**src/gpio_consts.svh**
```systemverilog
`ifndef GPIO_CONSTS_SVH
`define GPIO_CONSTS_SVH

// ----------------------------------------------------------------
// Register byte addresses in data memory
// ----------------------------------------------------------------
`define ADDR_L_DATA 8'hD0
`define ADDR_L_CFG 8'hD1
`define ADDR_L_PIN 8'hD2
`define ADDR_G_DATA 8'hD4
`define ADDR_G_CFG 8'hD5
`define ADDR_G_PIN 8'hD6
`define ADDR_M_DATA 8'hD8
`define ADDR_M_CFG 8'hD9
`define ADDR_M_PIN 8'hDA
`define ADDR_L_WAKE_EN 8'hE0
`define ADDR_M_WAKE_EN 8'hE1
`define ADDR_L_WAKE_PEND 8'hE2
`define ADDR_M_WAKE_PEND 8'hE3
`define ADDR_M_ALT_WAKE 8'hE4

// ----------------------------------------------------------------
// Field positions
// ----------------------------------------------------------------
`define G_HALT_BIT 7
`define G_IDLE_BIT 6
`define G_CLOCK_OUTPUT_DELAY_SELECT_BIT 7
`define G_ALT_PHASE_BIT 6
`define G_IO_MASK 8'h3F
`define G_SERIAL_OUT_BIT 4
`define G_SERIAL_CLK_BIT 5
`define G_SERIAL_IN_BIT 6
`define G_TIMER1_IO_BIT 3
`define G_TIMER1_CAP_BIT 2
`define G_SUPERVISOR_BIT 1
`define G_EXT_IRQ_BIT 0
`define G_OSC_OUT_BIT 7
`define L_USART_RX_BIT 3
`define L_USART_TX_BIT 2
`define L_USART_CLK_BIT 1
`define M_TIMER2_B_BIT 5
`define M_CAN_WAKE_BIT 7
`define M_SPI_MASK 8'h0F

// ----------------------------------------------------------------
// Reset values and SPI pin directions (bit0 MISO .. bit3 SS)
// ----------------------------------------------------------------
`define PORT_RESET 8'h00
`define SPI_OE_MASTER 4'hE
`define SPI_OE_SLAVE 4'h1

`endif

```
**src/gpio_pkg.sv**
```systemverilog
package gpio_pkg;

  typedef logic [7:0] port_byte_type;

  // Order follows {config bit, data bit}
  typedef enum logic [1:0] {
    MODE_HIZ,
    MODE_PULLUP,
    MODE_DRIVE_LOW,
    MODE_DRIVE_HIGH
  } pad_mode_type;

endpackage

```
**src/pad_ctrl_if.sv**
```systemverilog
`timescale 1ns/10ps
`default_nettype none

interface pad_ctrl_if #(
  parameter int WIDTH = 8
);
  logic [WIDTH-1:0] cfg;
  logic [WIDTH-1:0] dat;
  logic [WIDTH-1:0] alt_mask;
  logic [WIDTH-1:0] alt_out;
  logic [WIDTH-1:0] alt_oe;
  logic [WIDTH-1:0] force_in;
  logic [WIDTH-1:0] pin_out;
  logic [WIDTH-1:0] pin_oe;
  logic [WIDTH-1:0] pull_up;

  modport ctrl (
    output cfg, dat, alt_mask, alt_out, alt_oe, force_in,
    input pin_out, pin_oe, pull_up
  );
  modport pad (
    input cfg, dat, alt_mask, alt_out, alt_oe, force_in,
    output pin_out, pin_oe, pull_up
  );
endinterface

`default_nettype wire

```
**src/pad_mux.sv**
```systemverilog
`timescale 1ns/10ps
`default_nettype none

module pad_mux
  import gpio_pkg::*;
#(
  parameter int WIDTH = 8
) (
  input wire logic clk,
  input wire logic rst_b,
  pad_ctrl_if.pad bus
);

  logic [WIDTH-1:0] next_out;
  logic [WIDTH-1:0] next_oe;
  logic [WIDTH-1:0] next_pull;
  pad_mode_type mode;

  always_comb begin
    next_out = '0;
    next_oe = '0;
    next_pull = '0;
    mode = MODE_HIZ;
    for (int i = 0; i < WIDTH; i++) begin
      mode = pad_mode_type'({bus.cfg[i], bus.dat[i]});
      if (bus.force_in[i]) begin
        next_oe[i] = 1'b0;
      end else if (bus.alt_mask[i]) begin
        // Peripheral owns the pin; its own bits are ignored
        next_out[i] = bus.alt_out[i];
        next_oe[i] = bus.alt_oe[i];
      end else begin
        case (mode)
          MODE_PULLUP: next_pull[i] = 1'b1;
          MODE_DRIVE_LOW: next_oe[i] = 1'b1;
          MODE_DRIVE_HIGH: begin
            next_oe[i] = 1'b1;
            next_out[i] = 1'b1;
          end
          default: next_oe[i] = 1'b0;
        endcase
      end
    end
  end

  always_ff @(posedge clk) begin
    if (!rst_b) begin
      bus.pin_out <= '0;
      bus.pin_oe <= '0;
      bus.pull_up <= '0;
    end else begin
      bus.pin_out <= next_out;
      bus.pin_oe <= next_oe;
      bus.pull_up <= next_pull;
    end
  end

endmodule

`default_nettype wire

```
**src/wake_unit.sv**
```systemverilog
`timescale 1ns/10ps
`default_nettype none

module wake_unit #(
  parameter int WIDTH = 8
) (
  input wire logic clk,
  input wire logic rst_b,
  input wire logic [WIDTH-1:0] level,
  input wire logic [WIDTH-1:0] alt_sel,
  input wire logic [WIDTH-1:0] alt_src,
  input wire logic [WIDTH-1:0] enable,
  input wire logic [WIDTH-1:0] clear,
  output logic [WIDTH-1:0] pending
);

  logic [WIDTH-1:0] source;
  logic [WIDTH-1:0] prev;
  logic [WIDTH-1:0] rise;

  assign source = (level & ~alt_sel) | (alt_src & alt_sel);
  assign rise = source & ~prev;

  always_ff @(posedge clk) begin
    if (!rst_b) begin
      prev <= '0;
    end else begin
      prev <= source;
    end
  end

  // A new edge in the clearing cycle is kept
  always_ff @(posedge clk) begin
    if (!rst_b) begin
      pending <= '0;
    end else begin
      pending <= (pending & ~clear) | (rise & enable);
    end
  end

endmodule

`default_nettype wire

```
**src/gpio_port_config_wakeup.sv**
```systemverilog
`timescale 1ns/10ps
`default_nettype none
`include "gpio_consts.svh"

// Functional notes
// (RULE1) Config and data bits pick pin mode
// (RULE2) Each port: config, data, read-only pin address
// (RULE3) Every bit independently input, output or Hi-Z
// (RULE4) All L and M pins feed wakeup
// (RULE5) Both wakeup ports share one interrupt
// (RULE6) G0-G5 I/O, G6 input, G7 clock out
// (RULE7) Special port data bits 6,7 read zero
// (RULE8) Writing one to data bit 7 halts
// (RULE9) Writing one to data bit 6 idles
// (RULE10) Config bit 6 phase, bit 7 delay
// (RULE11) Alternate function overrides pin config and data
// (RULE12) Alternate wake source masks pin, still readable
// (RULE13) SPI enabled sets its pin directions
// (RULE14) SPI disabled frees pins to software
// (RULE15) Pin M7 alternate wake carries CAN wake
// (RULE16) USART on L3, L2, L1; wakeup kept
// (RULE17) Special port serial, timer, supervisor, irq pins
// (RULE18) M5 alternate second timer B pin
// (RULE19) HALT/IDLE writes become one-cycle requests
module gpio_port_config_wakeup
  import gpio_pkg::*;
(
  input wire logic CLK_IN,
  input wire logic RST_B_IN,
  input wire logic [7:0] ADDR_IN,
  input wire logic WR_EN_IN,
  input wire logic RD_EN_IN,
  input wire logic [7:0] WDATA_IN,
  output logic [7:0] RDATA_OUT,
  input wire logic [7:0] PORT_G_IN,
  output logic [7:0] PORT_G_OUT,
  output logic [7:0] PORT_G_OE_OUT,
  output logic [7:0] PORT_G_PULLUP_OUT,
  input wire logic [7:0] PORT_L_IN,
  output logic [7:0] PORT_L_OUT,
  output logic [7:0] PORT_L_OE_OUT,
  output logic [7:0] PORT_L_PULLUP_OUT,
  input wire logic [7:0] PORT_M_IN,
  output logic [7:0] PORT_M_OUT,
  output logic [7:0] PORT_M_OE_OUT,
  output logic [7:0] PORT_M_PULLUP_OUT,
  input wire logic OSC_CLK_IN,
  input wire logic SERIAL_DATA_OUT_EN_IN,
  input wire logic SERIAL_DATA_OUT_VAL_IN,
  input wire logic SERIAL_CLOCK_LINE_EN_IN,
  input wire logic SERIAL_CLOCK_LINE_VAL_IN,
  input wire logic TIMER1_IO_PIN_EN_IN,
  input wire logic TIMER1_IO_PIN_VAL_IN,
  input wire logic SUPERVISOR_EN_IN,
  input wire logic SUPERVISOR_VAL_IN,
  input wire logic USART_TRANSMIT_PIN_EN_IN,
  input wire logic USART_TRANSMIT_PIN_VAL_IN,
  input wire logic USART_CLOCK_PIN_EN_IN,
  input wire logic USART_CLOCK_PIN_VAL_IN,
  input wire logic SPI_EN_IN,
  input wire logic SPI_MASTER_IN,
  input wire logic [3:0] SPI_DRIVE_VAL_IN,
  input wire logic TIMER2_B_PIN_EN_IN,
  input wire logic TIMER2_B_PIN_VAL_IN,
  input wire logic CAN_WAKE_IN,
  output logic HALT_REQ_OUT,
  output logic IDLE_REQ_OUT,
  output logic SERIAL_ALT_PHASE_OUT,
  output logic CLOCK_OUTPUT_DELAY_SELECT_OUT,
  output logic MULTI_INPUT_WAKEUP_IRQ_OUT,
  output logic EXTERNAL_IRQ_PIN_OUT,
  output logic TIMER1_CAPTURE_OUT,
  output logic SERIAL_DATA_IN_OUT,
  output logic TIMER1_IO_PIN_OUT,
  output logic USART_RECEIVE_PIN_OUT,
  output logic USART_CLOCK_PIN_OUT,
  output logic [3:0] SPI_PIN_LEVEL_OUT,
  output logic TIMER2_B_PIN_OUT
);

  // ----------------------------------------------------------------
  // Register state
  // ----------------------------------------------------------------
  port_byte_type port_g_cfg;
  port_byte_type port_g_data;
  port_byte_type port_l_cfg;
  port_byte_type port_l_data;
  port_byte_type port_m_cfg;
  port_byte_type port_m_data;
  port_byte_type l_wake_en;
  port_byte_type m_wake_en;
  port_byte_type m_alt_wake;
  port_byte_type l_wake_pend;
  port_byte_type m_wake_pend;
  port_byte_type l_wake_clear;
  port_byte_type m_wake_clear;
  port_byte_type next_rdata;
  logic osc_sample;

  pad_ctrl_if #(.WIDTH(8)) g_bus ();
  pad_ctrl_if #(.WIDTH(8)) l_bus ();
  pad_ctrl_if #(.WIDTH(8)) m_bus ();

  // ----------------------------------------------------------------
  // Configuration and data registers
  // ----------------------------------------------------------------
  always_ff @(posedge CLK_IN) begin
    if (!RST_B_IN) begin
      {port_g_cfg, port_g_data, port_l_cfg} <= {3{`PORT_RESET}};
      {port_l_data, port_m_cfg, port_m_data} <= {3{`PORT_RESET}};
    end else if (WR_EN_IN) begin
      case (ADDR_IN)
        `ADDR_G_CFG: port_g_cfg <= WDATA_IN; // [RULE2] [RULE3]
        // Bits 6 and 7 are commands, never stored
        `ADDR_G_DATA: port_g_data <= WDATA_IN & `G_IO_MASK; // [RULE7]
        `ADDR_L_CFG: port_l_cfg <= WDATA_IN; // [RULE2] [RULE3]
        `ADDR_L_DATA: port_l_data <= WDATA_IN; // [RULE2] [RULE3]
        `ADDR_M_CFG: port_m_cfg <= WDATA_IN; // [RULE2] [RULE3]
        `ADDR_M_DATA: port_m_data <= WDATA_IN; // [RULE2] [RULE3]
        default: port_g_cfg <= port_g_cfg;
      endcase
    end
  end

  // ----------------------------------------------------------------
  // Power-mode requests
  // ----------------------------------------------------------------
  always_ff @(posedge CLK_IN) begin
    if (!RST_B_IN) begin
      {HALT_REQ_OUT, IDLE_REQ_OUT} <= 2'h0;
    end else begin
      HALT_REQ_OUT <= WR_EN_IN && ADDR_IN == `ADDR_G_DATA &&
                      WDATA_IN[`G_HALT_BIT]; // [RULE8] [RULE19]
      IDLE_REQ_OUT <= WR_EN_IN && ADDR_IN == `ADDR_G_DATA &&
                      WDATA_IN[`G_IDLE_BIT]; // [RULE9] [RULE19]
    end
  end

  // ----------------------------------------------------------------
  // Special-port control bits
  // ----------------------------------------------------------------
  always_ff @(posedge CLK_IN) begin
    if (!RST_B_IN) begin
      SERIAL_ALT_PHASE_OUT <= 1'b0;
      CLOCK_OUTPUT_DELAY_SELECT_OUT <= 1'b0;
      osc_sample <= 1'b0;
    end else begin
      SERIAL_ALT_PHASE_OUT <= port_g_cfg[`G_ALT_PHASE_BIT]; // [RULE10]
      CLOCK_OUTPUT_DELAY_SELECT_OUT <= port_g_cfg[`G_CLOCK_OUTPUT_DELAY_SELECT_BIT]; // [RULE10]
      osc_sample <= OSC_CLK_IN;
    end
  end

  // ----------------------------------------------------------------
  // Wakeup registers
  // ----------------------------------------------------------------
  always_ff @(posedge CLK_IN) begin
    if (!RST_B_IN) begin
      {l_wake_en, m_wake_en, m_alt_wake} <= {3{`PORT_RESET}};
    end else if (WR_EN_IN) begin
      case (ADDR_IN)
        `ADDR_L_WAKE_EN: l_wake_en <= WDATA_IN;
        `ADDR_M_WAKE_EN: m_wake_en <= WDATA_IN;
        `ADDR_M_ALT_WAKE: m_alt_wake <= WDATA_IN;
        default: l_wake_en <= l_wake_en;
      endcase
    end
  end

  // Pending bits clear by writing ones
  assign l_wake_clear = (WR_EN_IN && ADDR_IN == `ADDR_L_WAKE_PEND) ?
                        WDATA_IN : 8'h00;
  assign m_wake_clear = (WR_EN_IN && ADDR_IN == `ADDR_M_WAKE_PEND) ?
                        WDATA_IN : 8'h00;

  // L pins keep wakeup under USART use
  wake_unit #(.WIDTH(8)) l_wake (
    .clk(CLK_IN),
    .rst_b(RST_B_IN),
    .level(PORT_L_IN), // [RULE4] [RULE16]
    .alt_sel(8'h00),
    .alt_src(8'h00),
    .enable(l_wake_en),
    .clear(l_wake_clear),
    .pending(l_wake_pend)
  );

  // Only M7 has an alternate source; others just mask
  wake_unit #(.WIDTH(8)) m_wake (
    .clk(CLK_IN),
    .rst_b(RST_B_IN),
    .level(PORT_M_IN), // [RULE4]
    .alt_sel(m_alt_wake), // [RULE12]
    .alt_src({CAN_WAKE_IN, 7'h00}), // [RULE15]
    .enable(m_wake_en),
    .clear(m_wake_clear),
    .pending(m_wake_pend)
  );

  always_ff @(posedge CLK_IN) begin
    if (!RST_B_IN) begin
      MULTI_INPUT_WAKEUP_IRQ_OUT <= 1'b0;
    end else begin
      MULTI_INPUT_WAKEUP_IRQ_OUT <= |{l_wake_pend, m_wake_pend}; // [RULE5]
    end
  end

  // ----------------------------------------------------------------
  // Port G pad control
  // ----------------------------------------------------------------
  always_comb begin
    g_bus.cfg = port_g_cfg & `G_IO_MASK; // [RULE6]
    g_bus.dat = port_g_data;
    g_bus.force_in = 8'h00;
    g_bus.force_in[`G_SERIAL_IN_BIT] = 1'b1; // [RULE6]
    g_bus.alt_mask = 8'h00;
    g_bus.alt_out = 8'h00;
    g_bus.alt_oe = 8'hFF;
    g_bus.alt_mask[`G_OSC_OUT_BIT] = 1'b1; // [RULE6]
    g_bus.alt_out[`G_OSC_OUT_BIT] = osc_sample;
    g_bus.alt_mask[`G_SERIAL_OUT_BIT] = SERIAL_DATA_OUT_EN_IN; // [RULE17]
    g_bus.alt_out[`G_SERIAL_OUT_BIT] = SERIAL_DATA_OUT_VAL_IN;
    g_bus.alt_mask[`G_SERIAL_CLK_BIT] = SERIAL_CLOCK_LINE_EN_IN; // [RULE17]
    g_bus.alt_out[`G_SERIAL_CLK_BIT] = SERIAL_CLOCK_LINE_VAL_IN;
    g_bus.alt_mask[`G_TIMER1_IO_BIT] = TIMER1_IO_PIN_EN_IN; // [RULE17]
    g_bus.alt_out[`G_TIMER1_IO_BIT] = TIMER1_IO_PIN_VAL_IN;
    g_bus.alt_mask[`G_SUPERVISOR_BIT] = SUPERVISOR_EN_IN; // [RULE17]
    g_bus.alt_out[`G_SUPERVISOR_BIT] = SUPERVISOR_VAL_IN;
  end

  // ----------------------------------------------------------------
  // Port L pad control
  // ----------------------------------------------------------------
  always_comb begin
    l_bus.cfg = port_l_cfg;
    l_bus.dat = port_l_data;
    l_bus.force_in = 8'h00;
    l_bus.alt_mask = 8'h00;
    l_bus.alt_out = 8'h00;
    l_bus.alt_oe = 8'hFF;
    l_bus.alt_mask[`L_USART_TX_BIT] = USART_TRANSMIT_PIN_EN_IN; // [RULE16]
    l_bus.alt_out[`L_USART_TX_BIT] = USART_TRANSMIT_PIN_VAL_IN;
    l_bus.alt_mask[`L_USART_CLK_BIT] = USART_CLOCK_PIN_EN_IN; // [RULE16]
    l_bus.alt_out[`L_USART_CLK_BIT] = USART_CLOCK_PIN_VAL_IN;
  end

  // ----------------------------------------------------------------
  // Port M pad control
  // ----------------------------------------------------------------
  always_comb begin
    m_bus.cfg = port_m_cfg;
    m_bus.dat = port_m_data;
    m_bus.force_in = 8'h00;
    m_bus.alt_mask = 8'h00;
    m_bus.alt_out = 8'h00;
    m_bus.alt_oe = 8'hFF;
    if (SPI_EN_IN) begin
      m_bus.alt_mask = `M_SPI_MASK; // [RULE11] [RULE13]
      m_bus.alt_out[3:0] = SPI_DRIVE_VAL_IN;
      m_bus.alt_oe[3:0] = SPI_MASTER_IN ? `SPI_OE_MASTER :
                          `SPI_OE_SLAVE; // [RULE13]
    end
    // SPI off leaves the mask clear: software bits rule [RULE14]
    m_bus.alt_mask[`M_TIMER2_B_BIT] = TIMER2_B_PIN_EN_IN; // [RULE18]
    m_bus.alt_out[`M_TIMER2_B_BIT] = TIMER2_B_PIN_VAL_IN;
  end

  pad_mux #(.WIDTH(8)) g_pads (
    .clk(CLK_IN),
    .rst_b(RST_B_IN),
    .bus(g_bus) // [RULE1] [RULE11]
  );

  pad_mux #(.WIDTH(8)) l_pads (
    .clk(CLK_IN),
    .rst_b(RST_B_IN),
    .bus(l_bus) // [RULE1] [RULE11]
  );

  pad_mux #(.WIDTH(8)) m_pads (
    .clk(CLK_IN),
    .rst_b(RST_B_IN),
    .bus(m_bus) // [RULE1] [RULE11]
  );

  assign PORT_G_OUT = g_bus.pin_out;
  assign PORT_G_OE_OUT = g_bus.pin_oe;
  assign PORT_G_PULLUP_OUT = g_bus.pull_up;
  assign PORT_L_OUT = l_bus.pin_out;
  assign PORT_L_OE_OUT = l_bus.pin_oe;
  assign PORT_L_PULLUP_OUT = l_bus.pull_up;
  assign PORT_M_OUT = m_bus.pin_out;
  assign PORT_M_OE_OUT = m_bus.pin_oe;
  assign PORT_M_PULLUP_OUT = m_bus.pull_up;

  // ----------------------------------------------------------------
  // Pin levels handed to peripherals
  // ----------------------------------------------------------------
  always_ff @(posedge CLK_IN) begin
    if (!RST_B_IN) begin
      {EXTERNAL_IRQ_PIN_OUT, TIMER1_CAPTURE_OUT, SERIAL_DATA_IN_OUT} <= 3'h0;
      {TIMER1_IO_PIN_OUT, USART_RECEIVE_PIN_OUT, USART_CLOCK_PIN_OUT} <= 3'h0;
      {SPI_PIN_LEVEL_OUT, TIMER2_B_PIN_OUT} <= 5'h00;
    end else begin
      EXTERNAL_IRQ_PIN_OUT <= PORT_G_IN[`G_EXT_IRQ_BIT]; // [RULE17]
      TIMER1_CAPTURE_OUT <= PORT_G_IN[`G_TIMER1_CAP_BIT]; // [RULE17]
      SERIAL_DATA_IN_OUT <= PORT_G_IN[`G_SERIAL_IN_BIT]; // [RULE17]
      TIMER1_IO_PIN_OUT <= PORT_G_IN[`G_TIMER1_IO_BIT]; // [RULE17]
      USART_RECEIVE_PIN_OUT <= PORT_L_IN[`L_USART_RX_BIT]; // [RULE16]
      USART_CLOCK_PIN_OUT <= PORT_L_IN[`L_USART_CLK_BIT]; // [RULE16]
      SPI_PIN_LEVEL_OUT <= PORT_M_IN[3:0]; // [RULE13]
      TIMER2_B_PIN_OUT <= PORT_M_IN[`M_TIMER2_B_BIT]; // [RULE18]
    end
  end

  // ----------------------------------------------------------------
  // Read path
  // ----------------------------------------------------------------
  // Pin addresses return the raw levels, alternate use or not
  always_comb begin
    case (ADDR_IN)
      `ADDR_G_CFG: next_rdata = port_g_cfg;
      `ADDR_G_DATA: next_rdata = port_g_data & `G_IO_MASK; // [RULE7]
      `ADDR_G_PIN: next_rdata = PORT_G_IN; // [RULE2]
      `ADDR_L_CFG: next_rdata = port_l_cfg;
      `ADDR_L_DATA: next_rdata = port_l_data;
      `ADDR_L_PIN: next_rdata = PORT_L_IN; // [RULE2]
      `ADDR_M_CFG: next_rdata = port_m_cfg;
      `ADDR_M_DATA: next_rdata = port_m_data;
      `ADDR_M_PIN: next_rdata = PORT_M_IN; // [RULE2] [RULE12]
      `ADDR_L_WAKE_EN: next_rdata = l_wake_en;
      `ADDR_M_WAKE_EN: next_rdata = m_wake_en;
      `ADDR_L_WAKE_PEND: next_rdata = l_wake_pend;
      `ADDR_M_WAKE_PEND: next_rdata = m_wake_pend;
      `ADDR_M_ALT_WAKE: next_rdata = m_alt_wake;
      default: next_rdata = 8'h00;
    endcase
  end

  always_ff @(posedge CLK_IN) begin
    if (!RST_B_IN) begin
      RDATA_OUT <= 8'h00;
    end else if (RD_EN_IN) begin
      RDATA_OUT <= next_rdata;
    end
  end

endmodule

`default_nettype wire

```
**config.mk**
```make
export PLATFORM = sky130hd
export DESIGN_NAME = gpio_port_config_wakeup
export DESIGN_NICKNAME = d
export VERILOG_FILES = /design/src/gpio_pkg.sv /design/src/pad_ctrl_if.sv /design/src/pad_mux.sv /design/src/wake_unit.sv /design/src/gpio_port_config_wakeup.sv
export VERILOG_INCLUDE_DIRS = /design/src
export SDC_FILE = /design/constraint.sdc
export NUM_CORES = 1
export LEC_CHECK = 0
export BUFFER_PORTS_ARGS = -buffer_cell sky130_fd_sc_hd__clkbuf_2
export CAP_MARGIN = 20
export CORE_UTILIZATION = 54
export DETAILED_ROUTE_END_ITERATION = 10
export HOLD_SLACK_MARGIN = 0.02
export PLACE_DENSITY = 0.84
export SLEW_MARGIN = 20
export SYNTH_ARGS = -nofsm -noshare
export SYNTH_HDL_FRONTEND = slang
export SYNTH_SLANG_ARGS = --single-unit
export TNS_END_PERCENT = 20
```
**constraint.sdc**
```tcl
create_clock -name CLK_IN -period 2.13 [get_ports CLK_IN]
set_input_delay 0.426 -clock CLK_IN [delete_from_list [all_inputs] [get_ports CLK_IN]]
set_output_delay 0.426 -clock CLK_IN [all_outputs]
set_load 0.1 [all_outputs]
```
==> results of run 1 <==
## cell families (layout without fill, tap and decap cells)
kind of cell,count (synthesis),after routing,share of synthesized area [%]
compound gates,139,139,12.9
mux,78,78,10.5
other cells,1,4,0.0496
buf+inv,70,243,4.43
simple gates,299,299,21.1
flops,193,193,51.1
## power by group
part | internal (uW) | switching (uW) | leakage, uW
logic | 163 | 529 | 0.00241
clock network | 1960 | 1490 | 0.000319
registers | 3650 | 14.9 | 0.00157
## layout by cell type (no fill, tap or decap), types with 8 or more instances in the layout
master     instances
nand3_1           11
a21oi_1           34
nand3b_1           8
mux2_2             8
and3_1            21
a22oi_1           18
and2_1            34
clkbuf_2         157
dfxtp_1          193
o21ai_0           23
mux2i_1           69
nor2_1           103
inv_1             12
clkbuf_16         17
a22o_1            10
nand2_1           47
buf_4             38
nor2b_1           10
nor3_1            19
## stage by stage
stage          instance area [um^2]  utilization (%)
3_3_place_gp                   8640             64.2
4_1_cts                        9290             69.0
3_5_place_dp                   8640             64.2
6_report                       9290             69.0
5_1_grt                        9290             69.0
2_1_floorplan                  7580                -
## metal layers
layer | up-vias | global-route usage [%] | wire (um)
li1 | 3072 | - | -
met3 | 61 | 7.03 | 1890
met4 | 0 | 14.1 | 801
met2 | 344 | 52.5 | 10600
met1 | 3190 | 42.1 | 9910
met5 | - | 0 | 0
## final timing paths
| check | start | end | slack [ns] | cells past startpoint |
|---|---|---|---|---|
| min reg2reg | osc_sample$_SDFF_PN0_ | g_pads.bus.pin_out[7]$_SDFF_PN0_ | 0.43 | 1 |
| max | RDATA_OUT[6]$_SDFFE_PN0P_ | RDATA_OUT[6] | 0.36 | 1 |
| min | OSC_CLK_IN | osc_sample$_SDFF_PN0_ | 0.19 | 2 |
| max reg2reg | m_alt_wake[3]$_SDFFE_PN0P_ | RDATA_OUT[3]$_SDFFE_PN0P_ | 0.62 | 5 |
## final cells by class
| cell class | instances | area [um^2] | share of cell area [%] |
|---|---|---|---|
| Tap cell | 176 | 220 | 2.37 |
| Clock inverter | 13 | 191 | 2.06 |
| Timing Repair Buffer | 198 | 1130 | 12.2 |
| Sequential cell | 193 | 3860 | 41.6 |
| Multi-Input combinational cell | 520 | 3380 | 36.4 |
| Clock buffer | 19 | 453 | 4.88 |
| Inverter | 13 | 48.8 | 0.525 |
==> metrics.csv, run 1 <==
stage;metric;value;unit
sta;layout_setup_ws;0.364;ns
grt;grt_pass1_wl;35.2;mm
clock_network;clockBufferDepth;2;
clock_network;cts_tree;done;
synth;yosysTopAreaCell;dfxtp_1;
synth;synth_area;7570;um^2
die;rows;42;
worst_setup_path;critPathKind;flip-flop to output pin;
synth;synth_cells;780;
grt;track_usage;32.6;%
cells_and_area;fin_cells;1132;
sta;slew-limit-headroom;63.1;%
cells_and_area;antenna_cells;0;
clock_network;cts_buffers;17;
sta;drv_slew;0;
placed_design;post-dp-hpwl;16.5;mm
worst_setup_path;crit_required;1.70;ns
grt;grt_overflow;0;
worst_setup_path;cp_top_family;buffers and inverters;
die;core_area;13500;um^2
worst_setup_path;endpoint_kind;output pin;
drt;viasPerCell;5.89;
synth;ys_warn_count;0;
clock_network;cts_sinks;193;
pwr;leakage;0.00429;uW
worst_setup_path;startpoint_type;flip-flop;
synth;synth_edf_count;0;
min_path;hp-class;input port to flip-flop;
pwr;peakVddDrop;0.000622;V
clock_network;root_buffer;clkbuf_16;
drt;dr.pass1.iters;6;
drt;via_count;6667;
grt;antenna_found_initial;0;
drt;drtIter0Drc;667;
sta;fmax;566;MHz
die;dieWidth;120;um
worst_setup_path;cp.arrival;1.34;ns
sta;skew;0.00997;ns
grt;grt_max_degree;60;
placed_design;place_congestion;1.00;
synth;yosysUniqueCellTypes;61;
synth;ys_ff_latch;193;
die;io_pins;162;
synth;yosysTopAreaCellShare;51.1;%
drt;drc;0;
pwr;power_density;841;nW/um^2
placed_design;io_buffer_count;157;
sta;worstMarginPinSlew;0.556;ns
sta;hold_viol;0;
clock_network;clk_pin_slew;0.07;ns
die;start_util;56.2;%
grt;grt_pass1_vias;6193;
drt;post_drt_wl_per_cell;20.5;um
cells_and_area;nets;1009;
worst_setup_path;crit_fanout;3;
clock_network;ctsResizeCount;0;
sta;setup_viol;0;
placed_design;place_inst;1100;
status;outcome;finished, final reports clean;
job;maxCapViolCount;0;
synth;synth.yosys.seq_area_share;51.1;%
die;die_area;14500;um^2
sta;grt_setup_unrepaired;no;
clock_network;insertion_delay;0.44;ns
cells_and_area;drive_gt1_share;27.0;%
drt;ant_nets;0;
worst_setup_path;critical-path-slowest-cell;clkbuf_2;
sta;period_share;82.9;%
clock_network;cts_hold_buf;0;
pwr;p_total;7810;uW
worst_setup_path;cp_cell_sequence;clkbuf_2;
placed_design;place_ws;0.0472;ns
cells_and_area;nFillCells;1069;
drt;wl;23.2;mm
synth;synth_most_common_cell;dfxtp_1;
cells_and_area;syn2layout_area_growth;22.7;%
sta;period_minus_slack;1.77;ns
synth;synth_common_cells;dfxtp_1 (193), nor2_1 (103), mux2i_1 (69), nand2_1 (47);
sta;tns;0;ns
clock_network;post_cts_buffers;0;
sta;holdWs;0.194;ns
worst_setup_path;critPathMaxStageDelay;0.49;ns
synth;synth_ff_type;dfxtp_1;
synth;ys_top_cells_by_area;dfxtp_1 (51%), mux2i_1 (9.1%), nor2_1 (5.1%);
synth;synthArstFlopShare;0;%
clock_network;htreeDepth;4;
synth;syn_avg_cell_area;9.70;um^2
worst_setup_path;path_buf_inv;1;
die;die_height;120;um
No activity file was read; power rests on OpenSTA's default activity.
==> run 2, diff against run 1 <==
Clock period 2.13 ns to 1.75 ns, I/O delays scaled along.
==> run 2 against run 1 <==
Compared with the run above: sequential share of layout area decreased by 0.88 points; sequential power increased by 22%; clock skew decreased by 0.0030 ns; critical path depth unchanged; cell area increased by 2.2%; utilization increased by 1.5 points; global-route usage increased by 0.13 points; non-clock buffer count increased by 30.
==> metrics.csv, run 2 (synthesis gave the netlist of run 1 again) <==
stage;metric;value;unit
status;outcome;finished, final reports clean;
cells_and_area;final_cell_mix;dfxtp_1 (193), clkbuf_2 (157), nor2_1 (103);
clock_network;insertion_delay;0.44;ns
die;die_height;120;um
placed_design;place_ws;-0.157;ns
pwr;swShare;26.6;%
pwr;peakVddDrop;0.000704;V
worst_setup_path;critPathKind;flip-flop to output pin;
clock_network;cts_tree;done;
clock_network;cts_buffers;17;
grt;grt_max_degree;74;
min_path;hp-class;input port to flip-flop;
worst_setup_path;crit_required;1.40;ns
worst_setup_path;critical-path-slowest-cell;clkbuf_2;
cells_and_area;nets;1039;
drt;viasPerCell;5.77;
clock_network;post_cts_buffers;0;
worst_setup_path;endpoint_kind;output pin;
grt;grt_pass1_wl;34.8;mm
clock_network;root_buffer;clkbuf_16;
worst_setup_path;startpoint_type;flip-flop;
sta;slew-limit-headroom;63.3;%
placed_design;place_congestion;0.928;
sta;skew;0.00700;ns
worst_setup_path;cp_top_family;buffers and inverters;
die;io_pins;162;
job;maxCapViolCount;0;
grt;grt_pass1_vias;6219;
sta;holdWs;0.116;ns
grt;antenna_found_initial;0;
cells_and_area;syn2layout_area_growth;25.4;%
sta;drv_slew;0;
sta;layout_setup_ws;0.0642;ns
placed_design;placed_area;8920;um^2
die;dieWidth;120;um
drt;dr.pass1.iters;7;
worst_setup_path;cp_cell_sequence;clkbuf_2;
pwr;p_total;9150;uW
pwr;power_frac_clock;41.5;%
sta;fmax;593;MHz
sta;worstMarginPinSlew;0.553;ns
grt;grt_overflow;0;
drt;drc;0;
drt;wl;23.1;mm
drt;ant_nets;0;
sta;period_share;96.3;%
placed_design;post-dp-hpwl;16.4;mm
die;rows;42;
sta;setup_viol;0;
clock_network;clockBufferDepth;2;
die;die_area;14500;um^2
clock_network;cts_sinks;193;
cells_and_area;postLayoutCellArea;9490;um^2
clock_network;ctsResizeCount;0;
sta;grt_setup_unrepaired;no;
pwr;pwr-share-seq;48.8;%
worst_setup_path;critPathMaxStageDelay;0.49;ns
cells_and_area;final_common_cell;dfxtp_1;
drt;drtIter0Drc;634;
worst_setup_path;path_buf_inv;1;
pwr;power.switching;2430;uW
die;core_area;13500;um^2
clock_network;cts_hold_buf;0;
cells_and_area;drive_gt1_share;29.0;%
pwr;leakage;0.00441;uW
drt;post_drt_wl_per_cell;19.9;um
worst_setup_path;cp.arrival;1.34;ns
worst_setup_path;crit_fanout;3;
sta;hold_viol;0;
sta;period_minus_slack;1.69;ns
cells_and_area;antenna_cells;0;
drt;via_count;6708;
clock_network;clk_pin_slew;0.07;ns
grt;track_usage;32.7;%
pwr;power_density;964;nW/um^2
pwr;p_int;6720;uW
die;start_util;56.2;%
pwr;p_comb_share;9.6;%
placed_design;io_buffer_count;157;
clock_network;htreeDepth;4;
sta;tns;0;ns
## run 2: changes by cell type in the layout (fill, tap and decap cells not counted), sizes merged
cell	before	now
inv	20	19
bufinv	3	1
buf	41	71
clkbuf	176	177
clkinvlp	0	2
## run 2: final timing paths
path	startpoint	endpoint	slack [ns]	cells past startpoint
min	OSC_CLK_IN	osc_sample$_SDFF_PN0_	0.12	2
min reg2reg	osc_sample$_SDFF_PN0_	g_pads.bus.pin_out[7]$_SDFF_PN0_	0.43	1
max reg2reg	m_alt_wake[0]$_SDFFE_PN0P_	RDATA_OUT[0]$_SDFFE_PN0P_	0.23	5
max	RDATA_OUT[6]$_SDFFE_PN0P_	RDATA_OUT[6]	0.06	1
## run 2: per-layer routing
metal	track usage [%]	up-vias	wire (um)
met4	15.4	0	791
met1	42.6	3150	9720
met2	51.0	379	10400
met3	7.92	53	2200
met5	0	-	0
li1	-	3126	-
## run 2: area by class of cell
cell class              count  area [um^2]
clock inverters            12          124
clock buffers              20          447
well taps                 176          220
flip-flops and latches    193         3860
inverters                  13         48.8
repair buffers            228         1410
multi-input cells         520         3380
fillers                  1035         3970
## run 2: power groups by stage
| stage | Sequential (uW) | Combinational (uW) | Clock [uW] |
|---|---|---|---|
| after global placement | 4560 | 865 | 0 |
| after floorplan | 4830 | 307 | 0 |
| after detailed placement | 4570 | 866 | 0 |
| final | 4470 | 882 | 3800 |
| after CTS | 4470 | 871 | 3810 |
| after global routing | 4470 | 915 | 4010 |
## run 2: metrics by stage
stage	utilization (%)	cells
after floorplan	-	783
after global placement	66.3	1130
after detailed placement	66.3	1130
after CTS	70.5	1162
after global routing	70.5	1162
final	70.5	1162
==> run 3, diff against run 2 <==
Settings changed: HOLD_SLACK_MARGIN 0.02 to 0.08, TNS_END_PERCENT 20 to 10.
Clock period 1.75 ns to 1.8 ns, I/O delays scaled along.
==> run 3 against run 2 <==
Compared with the run above: sequential cell count unchanged; count of clock-buffer cells in the layout is 1 lower; worst setup slack gained 0.070 ns; register-to-register slack better by 0.06 ns; combinational power fell by 2%; sequential share of layout area fell by 0.38 points; clock skew rose by 0.0077 ns; die area unchanged; wire length rose by 2.9%; critical path type unchanged; largest cell class unchanged; highest routed layer unchanged.
==> metrics.csv, run 3 (synthesis gave the netlist of run 1 again) <==
stage;metric;value;unit
worst_setup_path;path_buf_inv;1;
drt;ant_nets;0;
sta;grt_setup_unrepaired;no;
drt;drtIter0Drc;633;
clock_network;ctsResizeCount;0;
clock_network;htreeDepth;4;
worst_setup_path;cp.arrival;1.31;ns
worst_setup_path;worstReg2RegStart;m_alt_wake[0]$_SDFFE_PN0P_;
clock_network;insertion_delay;0.44;ns
placed_design;place_congestion;0.963;
worst_setup_path;crit_path_start;RDATA_OUT[6]$_SDFFE_PN0P_;
cells_and_area;fin_cells;1165;
drt;top_layer;met4;
cells_and_area;nets;1042;
worst_setup_path;critical-path-slowest-cell;clkbuf_2;
drt;routed-wl-met2;10.8;mm
cells_and_area;seq_area;3860;um^2
drt;drc;0;
clock_network;cts_sinks;193;
drt;met1_length;10.3;mm
cells_and_area;multiInputGateArea;3380;um^2
drt;wl;23.8;mm
clock_network;clockBufferDepth;2;
placed_design;place_inst;1133;
die;die_area;14500;um^2
worst_setup_path;cp_cell_sequence;clkbuf_2;
worst_setup_path;regToRegEndpoint;RDATA_OUT[0]$_SDFFE_PN0P_;
die;dieWidth;120;um
grt;track_usage;33.5;%
grt;antenna_found_initial;0;
cells_and_area;nFillCells;1033;
grt;grt_pass1_wl;36.0;mm
grt;grt_max_degree;74;
die;rows;42;
cells_and_area;final_cell_mix;dfxtp_1 (193), clkbuf_2 (157), nor2_1 (103);
cells_and_area;antenna_cells;0;
worst_setup_path;rrSetupSlack;0.29;ns
placed_design;place_ws;-0.220;ns
worst_setup_path;cp_num_cells;1;
status;outcome;finished, final reports clean;
drt;viasPerCell;5.75;
worst_setup_path;crit_fanout;3;
clock_network;cts_buffers;17;
sta;layout_setup_ws;0.135;ns
clock_network;cts_hold_buf;0;
die;io_pins;162;
sta;hold_viol;0;
worst_setup_path;endpoint;RDATA_OUT[6];
clock_network;cts_tree;done;
die;die_height;120;um
worst_setup_path;critPathMaxStageDelay;0.48;ns
sta;drv_slew;0;
placed_design;io_buffer_count;157;
grt;grt_pass1_vias;6401;
grt;grt_overflow;0;
cells_and_area;postLayoutCellArea;9580;um^2
job;maxCapViolCount;0;
die;start_util;56.2;%
clock_network;post_cts_buffers;0;
sta;fmax;600;MHz
cells_and_area;syn2layout_area_growth;26.6;%
die;core_area;13500;um^2
sta;setup_viol;0;
sta;skew;0.0147;ns
drt;dr.pass1.iters;7;
worst_setup_path;critPathKind;flip-flop to output pin;
sta;period_share;92.5;%
sta;worstMarginPinSlew;0.559;ns
pwr;peakVddDrop;0.000746;V
pwr;power_density;949;nW/um^2
drt;post_drt_wl_per_cell;20.4;um
worst_setup_path;cp_top_family;buffers and inverters;
clock_network;clk_pin_slew;0.07;ns
pwr;leakage;0.00446;uW
worst_setup_path;rr_worst_depth;5;
worst_setup_path;startpoint_type;flip-flop;
clock_network;root_buffer;clkbuf_16;
cells_and_area;final_common_cell;dfxtp_1;
worst_setup_path;endpoint_kind;output pin;
worst_setup_path;crit_required;1.44;ns
min_path;hp-class;input port to flip-flop;
drt;met3WireLength;1.84;mm
sta;period_minus_slack;1.67;ns
drt;via_count;6697;
sta;slew-limit-headroom;62.9;%
placed_design;placed_area;8960;um^2
placed_design;post-dp-hpwl;17.2;mm
cells_and_area;drive_gt1_share;29.3;%
run 3: worst min path at each step:
stage	slack [ns]	startpoint	cells past startpoint	end
2_1_floorplan	0.39	RST_B_IN	0	g_pads.bus.pin_oe[7]$_DFF_P_
3_3_place_gp	0.42	osc_sample$_SDFF_PN0_	1	g_pads.bus.pin_out[7]$_SDFF_PN0_
3_5_place_dp	0.43	osc_sample$_SDFF_PN0_	1	g_pads.bus.pin_out[7]$_SDFF_PN0_
4_1_cts	0.12	OSC_CLK_IN	2	osc_sample$_SDFF_PN0_
5_1_grt	0.14	OSC_CLK_IN	2	osc_sample$_SDFF_PN0_
6_report	0.13	OSC_CLK_IN	2	osc_sample$_SDFF_PN0_
run 3: cell type report:
class	count	area share, %
clock buffers	19	4.62
clock inverters	13	1.78
inverters	13	0.509
multi-input cells	520	35.3
flip-flops and latches	193	40.3
well taps	176	2.30
repair buffers	231	15.2
run 3: stage by stage:
step	utilization [%]	hold WS (ns)	TNS [ns]	power, uW
6_report	71.2	0.126	0	9090
3_5_place_dp	66.6	0.428	-5.09	5290
4_1_cts	71.2	0.116	0	9090
2_1_floorplan	-	0.388	0	5000
5_1_grt	71.2	0.138	0	9310
3_3_place_gp	66.6	0.418	-4.36	5280
run 3: report_power, final:
part | internal (uW) | leakage, uW | total [uW] | switching [uW]
Clock | 2140 | 0.000294 | 3880 | 1740
Combinational | 226 | 0.00260 | 864 | 638
Sequential | 4320 | 0.00157 | 4340 | 17.5
Total | 6690 | 0.00446 | 9090 | 2400
run 3: metal layers:
layer / vias to the layer above / GRT usage, %
met5: - / 0
met4: 0 / 15.0
met3: 47 / 6.98
met2: 354 / 53.4
met1: 3168 / 43.8
li1: 3128 / -
